[config.mk]
export PLATFORM = sky130hd
export DESIGN_NAME = rsc_root_ctrl
export DESIGN_NICKNAME = d
export VERILOG_FILES = /design/src/pkg/rsc_pkg.sv /design/src/hw/rsc_update_seq.sv /design/src/hw/rsc_root_ctrl.sv
export VERILOG_INCLUDE_DIRS = /design/src /design/src/pkg
export SDC_FILE = /design/constraint.sdc
export NUM_CORES = 1
export LEC_CHECK = 0
export ABC_AREA = 1
export BUFFER_PORTS_ARGS = -buffer_cell sky130_fd_sc_hd__buf_2
export CAP_MARGIN = 10
export CORE_MARGIN = 5
export CORE_UTILIZATION = 34
export CTS_CLUSTER_DIAMETER = 100
export DETAILED_ROUTE_END_ITERATION = 10
export PLACE_DENSITY = 0.76
export SETUP_SLACK_MARGIN = 0.2
export SLEW_MARGIN = 20
export SYNTH_ARGS = -nofsm -noshare
export SYNTH_HDL_FRONTEND = slang
export SYNTH_SLANG_ARGS = --single-unit
[constraint.sdc]
create_clock -name core_clk -period 1 [get_ports core_clk]
set_input_delay 0.1 -clock core_clk [delete_from_list [all_inputs] [get_ports core_clk]]
set_output_delay 0.1 -clock core_clk [all_outputs]
set_load 0.005 [all_outputs]
[src/pkg/rsc_defines.svh]
// Register offsets, field positions, reset values and constants of the root control page.
`ifndef RSC_DEFINES_SVH
`define RSC_DEFINES_SVH

// ****************************************************************
// Register byte offsets
// ****************************************************************
`define RSC_OFF_FEATURE_ID   12'h000
`define RSC_OFF_IMPL_ID      12'h008
`define RSC_OFF_CONTROL      12'h020
`define RSC_OFF_CONTROL_ACK  12'h024

// ****************************************************************
// Field positions
// ****************************************************************
`define RSC_FID_REALM_IDX_HI 31
`define RSC_FID_REALM_IDX_LO 22
`define RSC_FID_REALM_BIT    3
`define RSC_FID_REGPA_BIT    2
`define RSC_FID_BCAST_BIT    1
`define RSC_FID_ROOT_BIT     0
`define RSC_CTL_GPC_BIT      1
`define RSC_CTL_ACC_BIT      0

// ****************************************************************
// Reset values and constants
// ****************************************************************
`define RSC_CTL_RESET        2'h0
`define RSC_ACK_RESET        2'h0
`define RSC_REALM_BASE       32'h0002_0000
`define RSC_REALM_STEP       32'h0001_0000
`define RSC_ZERO_WORD        32'h0000_0000

`endif

[src/pkg/rsc_pkg.sv]
// Types shared by the root control page and its update sequencer.
package rsc_pkg;

	// Update sequencer states.
	typedef enum logic [1:0]
	{
		UPD_IDLE,
		UPD_SETTLE,
		UPD_WAIT
	} rsc_upd_e;

	// Drain and completion levels reported by the translation datapath.
	typedef struct packed
	{
		logic uncheckedIdle;
		logic faultsRecorded;
		logic tableFetchIdle;
		logic clientObservable;
		logic internalIdle;
		logic terminateMarked;
	} rsc_drain_s;

	// Gating levels driven into the translation datapath.
	typedef struct packed
	{
		logic checkAll;
		logic blockAccess;
		logic tableFetchAllow;
		logic granuleFaultAll;
	} rsc_gate_s;

endpackage

[src/hw/rsc_update_seq.sv]
// One enable/acknowledge update sequencer: copies the control bit into its acknowledge bit.
`include "rsc_defines.svh"

module rsc_update_seq
(
	// Clock and reset
	input  wire logic core_clk,
	input  wire logic reset_n,
	input  wire logic clkEn,
	// Control bit and completion conditions
	input  wire logic req,
	input  wire logic upReady,
	input  wire logic downReady,
	// Acknowledge
	output logic      ack,
	output logic      busy
);

	rsc_pkg::rsc_upd_e state;
	rsc_pkg::rsc_upd_e next_state;
	logic              readyNow;
	logic              done;

	assign readyNow = req ? upReady : downReady;
	assign done     = (state == rsc_pkg::UPD_WAIT) && readyNow;
	assign busy     = (state != rsc_pkg::UPD_IDLE) || (req != ack);

	// The settle step gives the datapath one cycle to see the new control
	// level before its idle levels are trusted.
	always_comb
	begin
		next_state = state;
		case (state)
			rsc_pkg::UPD_IDLE:   if (req != ack) next_state = rsc_pkg::UPD_SETTLE;
			rsc_pkg::UPD_SETTLE: next_state = rsc_pkg::UPD_WAIT;
			rsc_pkg::UPD_WAIT:   if (readyNow) next_state = rsc_pkg::UPD_IDLE;
			default:             next_state = rsc_pkg::UPD_IDLE;
		endcase
	end

	always_ff @(posedge core_clk or negedge reset_n)
	begin
		if (!reset_n)
		begin
			state <= rsc_pkg::UPD_IDLE;
			ack   <= 1'b0;
		end
		else if (clkEn)
		begin
			state <= next_state;
			if (done)
				ack <= req; // [RULE12] [RULE19]
		end
	end
endmodule // rsc_update_seq

[src/hw/rsc_root_ctrl.sv]
// Root control page: feature and implementation identification, control and acknowledge.
//
// Functional notes
// (RULE1) With realm interface present, bits 31:22 give page index; offset 0x20000+idx*0x10000.
// (RULE2) Bit 0 of the realm page index always reads zero, 128KB aligned.
// (RULE3) Bit 3 reports realm programming interface presence.
// (RULE4) Bit 2 reports register based physical address invalidation presence.
// (RULE5) Without broadcast invalidation, register based invalidation is always present.
// (RULE6) Bit 1 reports acceptance of broadcast physical address invalidation.
// (RULE7) Bit 0 of feature identification is read-only one.
// (RULE8) Accesses without root privilege read zero and ignore writes.
// (RULE9) Implementation id holds product, variant and revision codes, read-only.
// (RULE10) Maker code: continuation in 11:8, bit 7 zero, identity in 6:0.
// (RULE11) Granule check enable zero bypasses checks; one checks all but table walks.
// (RULE12) Granule check acknowledge copies enable once its guarantees hold.
// (RULE13) Rising check enable acknowledged after unchecked traffic has drained.
// (RULE14) Falling check enable acknowledged after faults recorded and table fetches done.
// (RULE15) Old table configuration drains only after a later all-address invalidation.
// (RULE16) Both enable bits reset to zero.
// (RULE17) Enable bits are read-only while either differs from its acknowledge.
// (RULE18) Access enable zero blocks all accesses and outranks check enable.
// (RULE19) Access acknowledge copies enable once its guarantees hold.
// (RULE20) Rising access enable acknowledged after pending terminations are marked.
// (RULE21) Falling access enable acknowledged after client and internal traffic completes.
// (RULE22) While disabled, client accesses behave as granule faults.
// (RULE23) Read-only acknowledge register: bit 1 check, bit 0 access, reset zero.
//
// The APB slave port was chosen for this implementation.
`include "rsc_defines.svh"

module rsc_root_ctrl
#(
	// Feature straps.
	parameter logic       REALM_PRESENT   = 1'b1,
	parameter logic [9:0] REALM_PAGE_IDX  = 10'h002,
	parameter logic       REG_PA_INVAL    = 1'b0,
	parameter logic       BCAST_PA_INVAL  = 1'b1,
	// Identification codes; all values are arbitrary.
	parameter logic [11:0] PRODUCT_CODE   = 12'h001,
	parameter logic [3:0]  VARIANT_CODE   = 4'h0,
	parameter logic [3:0]  REVISION_CODE  = 4'h0,
	parameter logic [3:0]  MAKER_CONT     = 4'h0,
	parameter logic [6:0]  MAKER_IDENT    = 7'h01
)
(
	// Clock and reset
	input  wire logic                core_clk,
	input  wire logic                reset_n,
	input  wire logic                clkEn,
	// APB slave
	input  wire logic                psel,
	input  wire logic                penable,
	input  wire logic                pwrite,
	input  wire logic [11:0]         paddr,
	input  wire logic [31:0]         pwdata,
	input  wire logic [3:0]          pstrb,
	input  wire logic                rootAccess,
	output logic                     pready,
	output logic [31:0]              prdata,
	output logic                     pslverr,
	// Datapath handshake
	input  wire rsc_pkg::rsc_drain_s drain,
	input  wire logic                allPhysInvalDone,
	output rsc_pkg::rsc_gate_s       gate,
	output logic                     oldCfgMayLinger
);

	// ****************************************************************
	// Feature and identification words
	// ****************************************************************
	logic [31:0] featureWord;
	logic [31:0] implWord;
	logic [9:0]  realmIdx;
	logic        regPaEff;

	assign realmIdx = REALM_PRESENT ? {REALM_PAGE_IDX[9:1], 1'b0} : 10'h000; // [RULE1] [RULE2]
	assign regPaEff = REG_PA_INVAL | ~BCAST_PA_INVAL; // [RULE5]

	assign featureWord = {realmIdx,                                // [RULE1]
	                      18'h0_0000,
	                      REALM_PRESENT,                           // [RULE3]
	                      regPaEff,                                // [RULE4]
	                      BCAST_PA_INVAL,                          // [RULE6]
	                      1'b1};                                   // [RULE7]

	assign implWord = {PRODUCT_CODE, VARIANT_CODE, REVISION_CODE, // [RULE9]
	                   MAKER_CONT, 1'b0, MAKER_IDENT};             // [RULE10]

	// ****************************************************************
	// Control state
	// ****************************************************************
	logic        granule_check_enable;
	logic        accEn;
	logic        gpcAck;
	logic        accAck;
	logic        gpcBusy;
	logic        accBusy;
	logic [31:0] ctrlWord;
	logic [31:0] ackWord;

	assign ctrlWord = {30'h0000_0000, granule_check_enable, accEn};
	assign ackWord  = {30'h0000_0000, gpcAck, accAck}; // [RULE23]

	// ****************************************************************
	// APB decode
	// ****************************************************************
	logic        setupPhase;
	logic        accessPhase;
	logic        hitFeature;
	logic        hitImpl;
	logic        hitCtrl;
	logic        hitAck;
	logic        hitAny;
	logic [31:0] readData;
	logic        decodeErr;
	logic        ctrlWritable;
	logic        ctrlWrite;

	assign setupPhase  = psel && !penable;
	assign accessPhase = psel && penable;
	assign hitFeature  = paddr == `RSC_OFF_FEATURE_ID;
	assign hitImpl     = paddr == `RSC_OFF_IMPL_ID;
	assign hitCtrl     = paddr == `RSC_OFF_CONTROL;
	assign hitAck      = paddr == `RSC_OFF_CONTROL_ACK;
	assign hitAny      = hitFeature || hitImpl || hitCtrl || hitAck;

	// Without root privilege every register reads as zero, mapped or not.
	assign readData = !rootAccess ? `RSC_ZERO_WORD :             // [RULE8]
	                  hitFeature  ? featureWord :
	                  hitImpl     ? implWord :
	                  hitCtrl     ? ctrlWord :
	                  hitAck      ? ackWord : `RSC_ZERO_WORD;

	// Only root accesses to holes are reported as errors.
	assign decodeErr = rootAccess && !hitAny;

	// Both enables stay frozen until the previous update has completed.
	assign ctrlWritable = (granule_check_enable == gpcAck) && (accEn == accAck) // [RULE17]
	                      && !gpcBusy && !accBusy;
	assign ctrlWrite    = clkEn && accessPhase && pwrite && hitCtrl && rootAccess // [RULE8]
	                      && pstrb[0] && ctrlWritable;            // [RULE17]

	// Zero wait states; freezing the clock enable also stalls the bus.
	assign pready = clkEn;

	// Read data and error are captured in the setup cycle so that both come
	// from flip-flops; the word is one cycle plus any clock enable stall cycles older than the accepting edge.
	always_ff @(posedge core_clk or negedge reset_n)
	begin
		if (!reset_n)
		begin
			prdata  <= `RSC_ZERO_WORD;
			pslverr <= 1'b0;
		end
		else if (clkEn && setupPhase)
		begin
			prdata  <= pwrite ? `RSC_ZERO_WORD : readData;
			pslverr <= decodeErr;
		end
	end

	// ****************************************************************
	// Control register
	// ****************************************************************
	localparam logic [1:0] CTL_RESET = `RSC_CTL_RESET;

	always_ff @(posedge core_clk or negedge reset_n)
	begin
		if (!reset_n)
		begin
			granule_check_enable <= CTL_RESET[`RSC_CTL_GPC_BIT]; // [RULE16]
			accEn <= CTL_RESET[`RSC_CTL_ACC_BIT]; // [RULE16]
		end
		else if (ctrlWrite)
		begin
			granule_check_enable <= pwdata[`RSC_CTL_GPC_BIT];
			accEn <= pwdata[`RSC_CTL_ACC_BIT];
		end
	end

	// ****************************************************************
	// Update completion conditions
	// ****************************************************************
	logic gpcUpReady;
	logic gpcDownReady;
	logic accUpReady;
	logic accDownReady;

	assign gpcUpReady   = drain.uncheckedIdle;                          // [RULE13]
	assign gpcDownReady = drain.faultsRecorded && drain.tableFetchIdle; // [RULE14]
	assign accUpReady   = drain.terminateMarked;                        // [RULE20]
	assign accDownReady = drain.clientObservable && drain.internalIdle  // [RULE21]
	                      && drain.tableFetchIdle;

	rsc_update_seq u_gpc_seq
	(
		.core_clk  (core_clk),
		.reset_n   (reset_n),
		.clkEn     (clkEn),
		.req       (granule_check_enable),
		.upReady   (gpcUpReady),
		.downReady (gpcDownReady),
		.ack       (gpcAck),
		.busy      (gpcBusy)
	);

	rsc_update_seq u_acc_seq
	(
		.core_clk  (core_clk),
		.reset_n   (reset_n),
		.clkEn     (clkEn),
		.req       (accEn),
		.upReady   (accUpReady),
		.downReady (accDownReady),
		.ack       (accAck),
		.busy      (accBusy)
	);

	// ****************************************************************
	// Datapath gating
	// ****************************************************************
	// New accesses follow the written value at once; the acknowledge only
	// reports when the older traffic has been dealt with.
	assign gate.blockAccess     = !accEn;          // [RULE18]
	assign gate.checkAll        = accEn && granule_check_enable;  // [RULE11] [RULE18]
	assign gate.tableFetchAllow = accEn;           // [RULE21]
	assign gate.granuleFaultAll = !accEn;          // [RULE22]

	// ****************************************************************
	// Old configuration tracking
	// ****************************************************************
	logic gpcAckPrev;
	logic gpcAckFall;

	// The acknowledge level of the previous cycle exposes the cycle in which
	// a 1-to-0 check update has just completed.
	assign gpcAckFall = clkEn && gpcAckPrev && !gpcAck;

	always_ff @(posedge core_clk or negedge reset_n)
	begin
		if (!reset_n)
			gpcAckPrev <= 1'b0;
		else if (clkEn)
			gpcAckPrev <= gpcAck;
	end

	// A completed 1-to-0 check update leaves old-table traffic possibly in
	// flight until an all-address invalidation completes; a new fall wins
	// over a clear in the same cycle.
	always_ff @(posedge core_clk or negedge reset_n)
	begin
		if (!reset_n)
			oldCfgMayLinger <= 1'b0;
		else if (gpcAckFall)
			oldCfgMayLinger <= 1'b1;  // [RULE15]
		else if (clkEn && allPhysInvalDone)
			oldCfgMayLinger <= 1'b0;  // [RULE15]
	end
endmodule // rsc_root_ctrl

Word level (Yosys, flattened, before mapping)
Cells that the tools add are included.
- bits in latches: 0
- bits in writable memories: 0
- memory bits (read-only): 0
- output and inout port bits: 39
- memories: 0
- input port bits: 62
- logic and storage cells: 84
- bits in registers: 43
- $lt $le $gt $ge: 0
- divide/modulo/power cells: 0
- eq/ne operators: 15
- mux-type cells: 16
- bitwise operators: 0
- reduce and logical (&&, ||, !) cells: 43
- shifts and indexed selects: 0
- multipliers: 0
- add/subtract/negate cells: 0
- operator list (kind ; number):
    $mux 24 ; 3
    $eq 12x6->1 const B ; 2
    $logic_and 1x1->1 ; 22
    $mux 21 ; 1
    $eq 12x4->1 const B ; 1
    $logic_not 12->1 ; 1
    $mux 2 ; 6
    $pmux 2 s3 ; 2
    $ne 2x1->1 const B ; 4
    $logic_not 1->1 ; 6
    $reduce_and 3->1 ; 2
    $reduce_bool 2->1 ; 3
    $logic_or 1x1->1 ; 5
    $eq 2x1->1 const B ; 2
    $eq 2x2->1 const B ; 2
    $logic_not 2->1 ; 2
    $mux 1 ; 4
    $reduce_and 2->1 ; 2
    $eq 1x1->1 ; 2
    $ne 1x1->1 ; 2

Longest topological paths before layout
Gate-level depths: netlist (run 1).
- depth in word-level cells: 7
- mapped depth: 10
- depth with buffers taken out: 10

By module
From an unflattened synthesis (run 1), not the netlist that was laid out.
- cells, all modules: 184
- area total of the unflattened synthesis: 1237.4 um^2
- modules (own cells, without submodules) (module ; cells each ; sequential area each (um^2) ; area an instance (um^2) ; instances):
    rsc_root_ctrl ; 128 ; 225.2 ; 859.6 ; 1
    rsc_update_seq ; 28 ; 75.1 ; 188.9 ; 2

Worst setup path after synthesis (run 1)
Ideal clock, no wire load.
- kind: reg-to-reg
- start point: register u_gpc_seq.state[1]
- end point: register accEn
- buffers on the path: 0
- required time: 0.883 ns
- stages on the path, launching flop included: 7
- setup time: 0.117 ns
- clock period less this slack: 1.137 ns
- arrival time: 1.020 ns
- slack: -0.137 ns
- cell sequence: dfrtp_1 > nor2_1 > nand3_1 > nor3_2 > nand2_1 > nand2_1 > nand2_1
- longest elaborated chain between the ends: 6
- ends and longest elaborated chain (element ; line ; source):
    start, declared ; rsc_update_seq.sv:19 ; rsc_pkg::rsc_upd_e state;
    start signal, assigned ; rsc_update_seq.sv:45 ; state <= rsc_pkg::UPD_IDLE;
    start signal, assigned ; rsc_update_seq.sv:50 ; state <= next_state;
    $reduce_bool 2->1 ; rsc_update_seq.sv:26 ; assign busy = (state != rsc_pkg::UPD_IDLE) || (req != ack);
    $logic_or 1x1->1 ; rsc_update_seq.sv:26 ;
    $logic_not 1->1 ; rsc_root_ctrl.sv:139 ; && !gpcBusy && !accBusy;
    $logic_and 1x1->1 (2 in series) ; rsc_root_ctrl.sv:139 ;
    $logic_and 1x1->1 ; rsc_root_ctrl.sv:141 ; && pstrb[0] && ctrlWritable;
    end signal, assigned ; rsc_root_ctrl.sv:172 ; accEn <= CTL_RESET[`RSC_CTL_ACC_BIT];
    end signal, assigned ; rsc_root_ctrl.sv:177 ; accEn <= pwdata[`RSC_CTL_ACC_BIT];
    end, declared ; rsc_root_ctrl.sv:93 ; logic accEn;
Every way passes these cells.
A chain may end at the register's enable or synchronous reset.

Worst setup path in the final report (run 1)
- start point: register u_acc_seq.state[1]
- end point: register granule_check_enable
- longest elaborated chain between the ends: 5
- ends and longest elaborated chain (element ; line ; source):
    start, declared ; rsc_update_seq.sv:19 ;
    start signal, assigned ; rsc_update_seq.sv:45 ;
    start signal, assigned ; rsc_update_seq.sv:50 ;
    $reduce_bool 2->1 ; rsc_update_seq.sv:26 ;
    $logic_or 1x1->1 ; rsc_update_seq.sv:26 ;
    $logic_not 1->1 ; rsc_root_ctrl.sv:139 ;
    $logic_and 1x1->1 ; rsc_root_ctrl.sv:139 ;
    $logic_and 1x1->1 ; rsc_root_ctrl.sv:141 ;
    end signal, assigned ; rsc_root_ctrl.sv:171 ; granule_check_enable <= CTL_RESET[`RSC_CTL_GPC_BIT];
    end signal, assigned ; rsc_root_ctrl.sv:176 ; granule_check_enable <= pwdata[`RSC_CTL_GPC_BIT];
    end, declared ; rsc_root_ctrl.sv:92 ; logic granule_check_enable;
Every way passes these cells.

==> impl_metrics.json, run 1 <==
{
  "status": "finished, violations left",
  "violations": "negative setup slack",
  "period_share_pct": 126,
  "vias": 1201,
  "antenna_found_initial": 0,
  "ir_drop_mv": 0.628,
  "avgSynthCellArea_sq_um": 6.86,
  "route.detailed.drc": 0,
  "hold_class": "in -> reg",
  "syn-cell-area_sq_um": 1140,
  "p_leak_nw": 0.989,
  "synth.largest_area_cell": "dfrtp_1",
  "syn_to_final_growth_pct": 56.4,
  "syn_inst": 167,
  "fin_cells": 286,
  "drive_gt1_share_pct": 53.3,
  "layout_setup_ws_ps": -261,
  "coreArea_sq_um": 3310,
  "viasPerCell": 4.20,
  "synth_top_area_share_pct": 32.8,
  "rows": 21,
  "fin_area_sq_um": 1790,
  "ys_seq_elements": 15,
  "clkTransAtPathRegs_ps": 90,
  "first_global_vias": 985,
  "antenna_left": 0,
  "setup_tns_ps": -1750,
  "firstDrtPassIters": 5,
  "end_kind": "flip-flop",
  "synth-edff-count": 0,
  "required_ps": 1170,
  "grt_pass1_wl_um": 4130,
  "fp.dieW_um": 68.0,
  "hp-start": "pwdata[0]",
  "max_cap_viol_count": 0,
  "synth-seq-area-share_pct": 32.8,
  "final_nets": 303,
  "cts_tree": "yes",
  "place.gp.congestion": 0.759,
  "fmax_mhz": 793,
  "placement.io_buffers": 40,
  "drt_iter0_markers": 43,
  "arrival_ps": 1430,
  "placed_area_sq_um": 1440,
  "rr_startpoint": "u_acc_seq.state[1]",
  "cts_sinks": 15,
  "wl_um": 3110,
  "initial_core_util_pct": 34.6,
  "synth-async-reset-ratio_pct": 100,
  "ys_types": 19,
  "io_pins": 101,
  "clockRootBuffer": "clkbuf_4",
  "dp_cells": 263,
  "htree_num_levels": 1,
  "fin_util_pct": 54.1,
  "hold_viol_final": 0,
  "routedWlPerCell_um": 10.9,
  "n_antenna_cell": 0,
  "cts_buffer_depth": 2,
  "synth-main-ff-cell": "dfrtp_1",
  "min_period_ps": 1260,
  "rsz0062_at_grt": "true",
  "synth_warnings": 0,
  "synthTopCellsByArea": "dfrtp_1, buf_4, nand2_1, nor2_1, inv_1",
  "die_y_um": 68.0,
  "power_mw": 2.47,
  "skew_ps": 2.94,
  "grt_start_max_net_pins": 16,
  "start_kind": "flip-flop",
  "numCtsBuffers": 3,
  "clock_latency_ps": 280,
  "hpwlAfterDp_um": 2170,
  "synth_common_cells": "nand2_1, buf_4, nor2_1, inv_1, dfrtp_1",
  "cp_max_fo": 3,
  "die_area_sq_um": 4630,
  "crit_type": "reg -> reg",
  "finalMaxSlewViolations": 0,
  "p_per_area_nw_per_um2": 1380,
  "grt_usage_pct": 11.7,
  "cp-startpoint": "u_acc_seq.state[1]",
  "yosysMostFrequentCell": "nand2_1",
  "setup_viol": 14,
  "grt-ovfl-total": 0
}
-- cells by family after synthesis --
| kind of cell | count (synthesis) | synth area share (%) |
|---|---|---|
| AOI/OAI and AO/OA | 15 | 7.65 |
| DFF | 15 | 32.8 |
| other | 1 | 0.328 |
| and+or+nand+nor | 84 | 32.0 |
| buffers and inverters | 52 | 27.2 |
-- worst max-delay path: stages (launching register included) --
cell and delay (ps):
dfrtp_1 400, nor2_2 190, nand3_4 110, nor3_4 200
nand2_1 100, nand2_1 80, nand2_1 70
-- final cells by class --
cell class	count	area [sq um]
fillers	314	1520
repair buffers	74	524
multi-input cells	126	723
well taps	46	57.6
inverters	21	81.3
clock buffers	4	26.3
flip-flops and latches	15	378
-- worst paths after layout --
kind / to / slack [ps] / depth (start not counted)
max: granule_check_enable / -260 / 6
min: accEn / 60 / 3
max reg2reg: granule_check_enable / -260 / 6
min reg2reg: prdata[0] / 500 / 2
max in group asynchronous: accEn / 490 / 2
min in group asynchronous: u_gpc_seq.ack / 250 / 2
-- flip-flops by register name, indices dropped and copies added (netlist names) --
name	count
oldCfgMayLinger	1
gpcAckPrev	1
prdata	4
u_gpc_seq.state	2
u_acc_seq.state	2
u_acc_seq.ack	1
granule_check_enable	1
accEn	1
u_gpc_seq.ack	1
pslverr	1
-- timing repair --
item,4_1_cts,5_1_grt
setup buffers,8,10
hold buffers,1,0
pin swaps,15,9
hold endpoints to repair,15,0
gates cloned,0,0
endpoints found under the setup margin,22,24
gates resized for setup,24,29
-- per-layer routing --
layer | global-route usage [%] | up-vias | part of all wire [%]
met1 | 14.9 | 540 | 42
met5 | 0 | - | 0
met4 | 4.47 | 0 | 2.1
met3 | 1.81 | 8 | 6.4
met2 | 19.9 | 40 | 50
li1 | - | 613 | -
-- stage by stage --
| step | worst slack, ps | hold slack (ps) |
|---|---|---|
| final | -261 | 59.8 |
| after detailed placement | -178 | 23.8 |
| after global placement | -138 | 15.7 |
| after CTS | -188 | 56.6 |
| after global routing | -346 | 69.6 |
| after floorplan | -116 | -196 |
-- power breakdown --
group | internal (mW) | switching [mW] | leakage (nW)
clock | 0.155 | 0.195 | 0.0150
combinational | 0.663 | 0.607 | 0.780
sequential | 0.741 | 0.109 | 0.194
-- cell usage in the layout, fill, tap and decap left out, drive strengths merged, types with 2 or more instances in the layout --
| cell type | n |
|---|---|
| dfrtp | 15 |
| a21oi | 4 |
| clkbuf | 4 |
| conb | 27 |
| o21ai | 8 |
| buf | 73 |
| nor3 | 2 |
| inv | 21 |
| nand3 | 11 |
| nand4 | 3 |
| nand2 | 46 |
| nor2 | 22 |
Note: power is estimated with default switching activity, not from simulation.
==> inputs of run 2 (changes only) <==
--- a/config.mk
+++ b/config.mk
@@ -15,2 +15,3 @@
 export DETAILED_ROUTE_END_ITERATION = 10
+export MAX_ROUTING_LAYER = met4
 export PLACE_DENSITY = 0.76
==> constraint.sdc (replaced) <==
create_clock -name core_clk -period 1 [get_ports core_clk]
set_input_delay 0.05 -clock core_clk [delete_from_list [all_inputs] [get_ports core_clk]]
set_output_delay 0.05 -clock core_clk [all_outputs]
set_load 0.005 [all_outputs]
==> run 2 against run 1 <==
  * Utilization up 0.076 points
  * Worst hold slack worse by 47 ps
  * Worst setup slack better by 71 ps
  * The flow still finishes with violations (negative setup slack)
  * Maximum frequency up 6.0%
  * Global-route usage up 1.2 points
  * Combinational power up 24%
  * Total power up 13%
  * Largest cell class unchanged
  * Sequential power up 2.6%
  * Clock skew down 2.0 ps
==> impl_metrics.json, run 2 (synthesis results as in run 1) <==
{
  "largest_reg_flops": 4,
  "p_per_area_nw_per_um2": 1560,
  "route.detailed.drc": 0,
  "end_kind": "flip-flop",
  "n_antenna_cell": 0,
  "clkTransAtPathRegs_ps": 90,
  "io_pins": 101,
  "clock_latency_ps": 280,
  "seq_area_sq_um": 379,
  "arrival_ps": 1370,
  "grt_start_max_net_pins": 16,
  "status": "finished, violations left",
  "top_register": "prdata",
  "multi_input_area_sq_um": 716,
  "start_kind": "flip-flop",
  "firstDrtPassIters": 4,
  "die_area_sq_um": 4630,
  "cts_tree": "yes",
  "antenna_left": 0,
  "viasPerCell": 4.16,
  "antenna_found_initial": 0,
  "final_cell_mix": "buf_2, nand2_1, conb_1, buf_4",
  "syn_to_final_growth_pct": 56.6,
  "layout_setup_ws_ps": -189,
  "min_period_ps": 1190,
  "required_ps": 1180,
  "wl_um": 3100,
  "hold_viol_final": 0,
  "clockRootBuffer": "clkbuf_4",
  "final.fill_count": 311,
  "grt_pass1_wl_um": 4310,
  "final_common_cell": "buf_2",
  "finalMaxSlewViolations": 0,
  "final_nets": 304,
  "p_leak_nw": 0.988,
  "violations": "negative setup slack",
  "grt-ovfl-total": 0,
  "place.gp.congestion": 0.725,
  "fp.dieW_um": 68.0,
  "htree_num_levels": 1,
  "rsz0062_at_grt": "true",
  "reg_top3": "prdata: 4 flops, u_acc_seq.state: 2 flops, u_gpc_seq.state: 2 flops",
  "fin_area_sq_um": 1790,
  "placed_area_sq_um": 1430,
  "routedWlPerCell_um": 10.8,
  "drive_gt1_share_pct": 52.7,
  "cts_sinks": 15,
  "max_cap_viol_count": 0,
  "hpwlAfterDp_um": 2210,
  "placement.io_buffers": 40,
  "hold_class": "in -> reg",
  "cts_buffer_depth": 2,
  "setup_viol": 14,
  "rows": 21,
  "fmax_mhz": 841,
  "die_y_um": 68.0,
  "skew_ps": 0.981,
  "drt_iter0_markers": 76,
  "initial_core_util_pct": 34.6,
  "vias": 1195,
  "crit_type": "reg -> reg",
  "coreArea_sq_um": 3310,
  "period_share_pct": 119,
  "power_mw": 2.80,
  "first_global_vias": 1030,
  "grt_usage_pct": 12.9,
  "ir_drop_mv": 0.564,
  "numCtsBuffers": 3,
  "cp_max_fo": 3
}
-- run 2: changes by cell type in the layout (fill, tap and decap cells not counted), sizes merged --
cell and delta:
buf +1, clkbuf -1, clkinv +1
-- run 2: cell type report --
type	instances	area share (%)
inverters	21	4.68
multi-input cells	126	39.9
clock buffers	3	1.26
repair buffers	75	29.5
flip-flops and latches	15	21.1
clock inverters	1	0.279
well taps	46	3.21
-- run 2: timing repair --
| action | in CTS | in global routing |
|---|---|---|
| resized for setup | 24 | 35 |
| cloned | 0 | 0 |
| buffers inserted | 14 | 3 |
| hold buffers | 1 | 0 |
| pin swaps | 12 | 15 |
| endpoints found under the hold margin | 15 | 0 |
| endpoints found under the setup margin | 23 | 25 |
-- run 2: worst max-delay path, stage by stage (launching register included) --
cell	delay [ps]
dfrtp_1	420
nor2_4	150
nand3_4	110
nor3_4	220
nand2_2	80
nand2_1	70
nand2_1	50
-- run 2: through the flow --
| stage | std cells | setup TNS (ps) | setup slack [ps] | hold slack (ps) | utilization, % |
|---|---|---|---|---|---|
| finish | 287 | -1580 | -189 | 13.3 | 54.2 |
| global route | 287 | -2430 | -260 | 16.9 | 54.2 |
| CTS | 284 | -1250 | -166 | 11.0 | 49.7 |
| detailed placement | 265 | -758 | -163 | -27.8 | 43.0 |
| global placement | 265 | -483 | -120 | -29.2 | 43.0 |
| floorplan | 193 | -289 | -116 | -246 | - |
-- run 2: per-layer routing --
metal	GRT usage [%]	share of wire, %	up-vias
met5	-	0	-
met4	4.96	1.0	0
met3	3.45	7.8	6
li1	-	-	612
met2	22.0	52	44
met1	14.3	39	533
-- run 2: path summary, 6_finish.rpt --
kind                                    start                   end  slack (ps)  depth (start not counted)
hold / removal                      pwdata[1]  granule_check_enable          10                          3
setup / recovery           u_gpc_seq.state[1]  granule_check_enable        -190                          6
hold reg to reg                     prdata[1]             prdata[1]         490                          2
setup reg to reg           u_gpc_seq.state[1]  granule_check_enable        -190                          6
max in group asynchronous             reset_n         u_gpc_seq.ack         520                          2
min in group asynchronous             reset_n             prdata[1]         200                          2
-- run 2: power by group --
group	total [mW]	internal, mW	switching [mW]
registers	0.872	0.745	0.127
logic	1.58	0.870	0.705
clock network	0.350	0.148	0.202
total	2.80	1.76	1.03
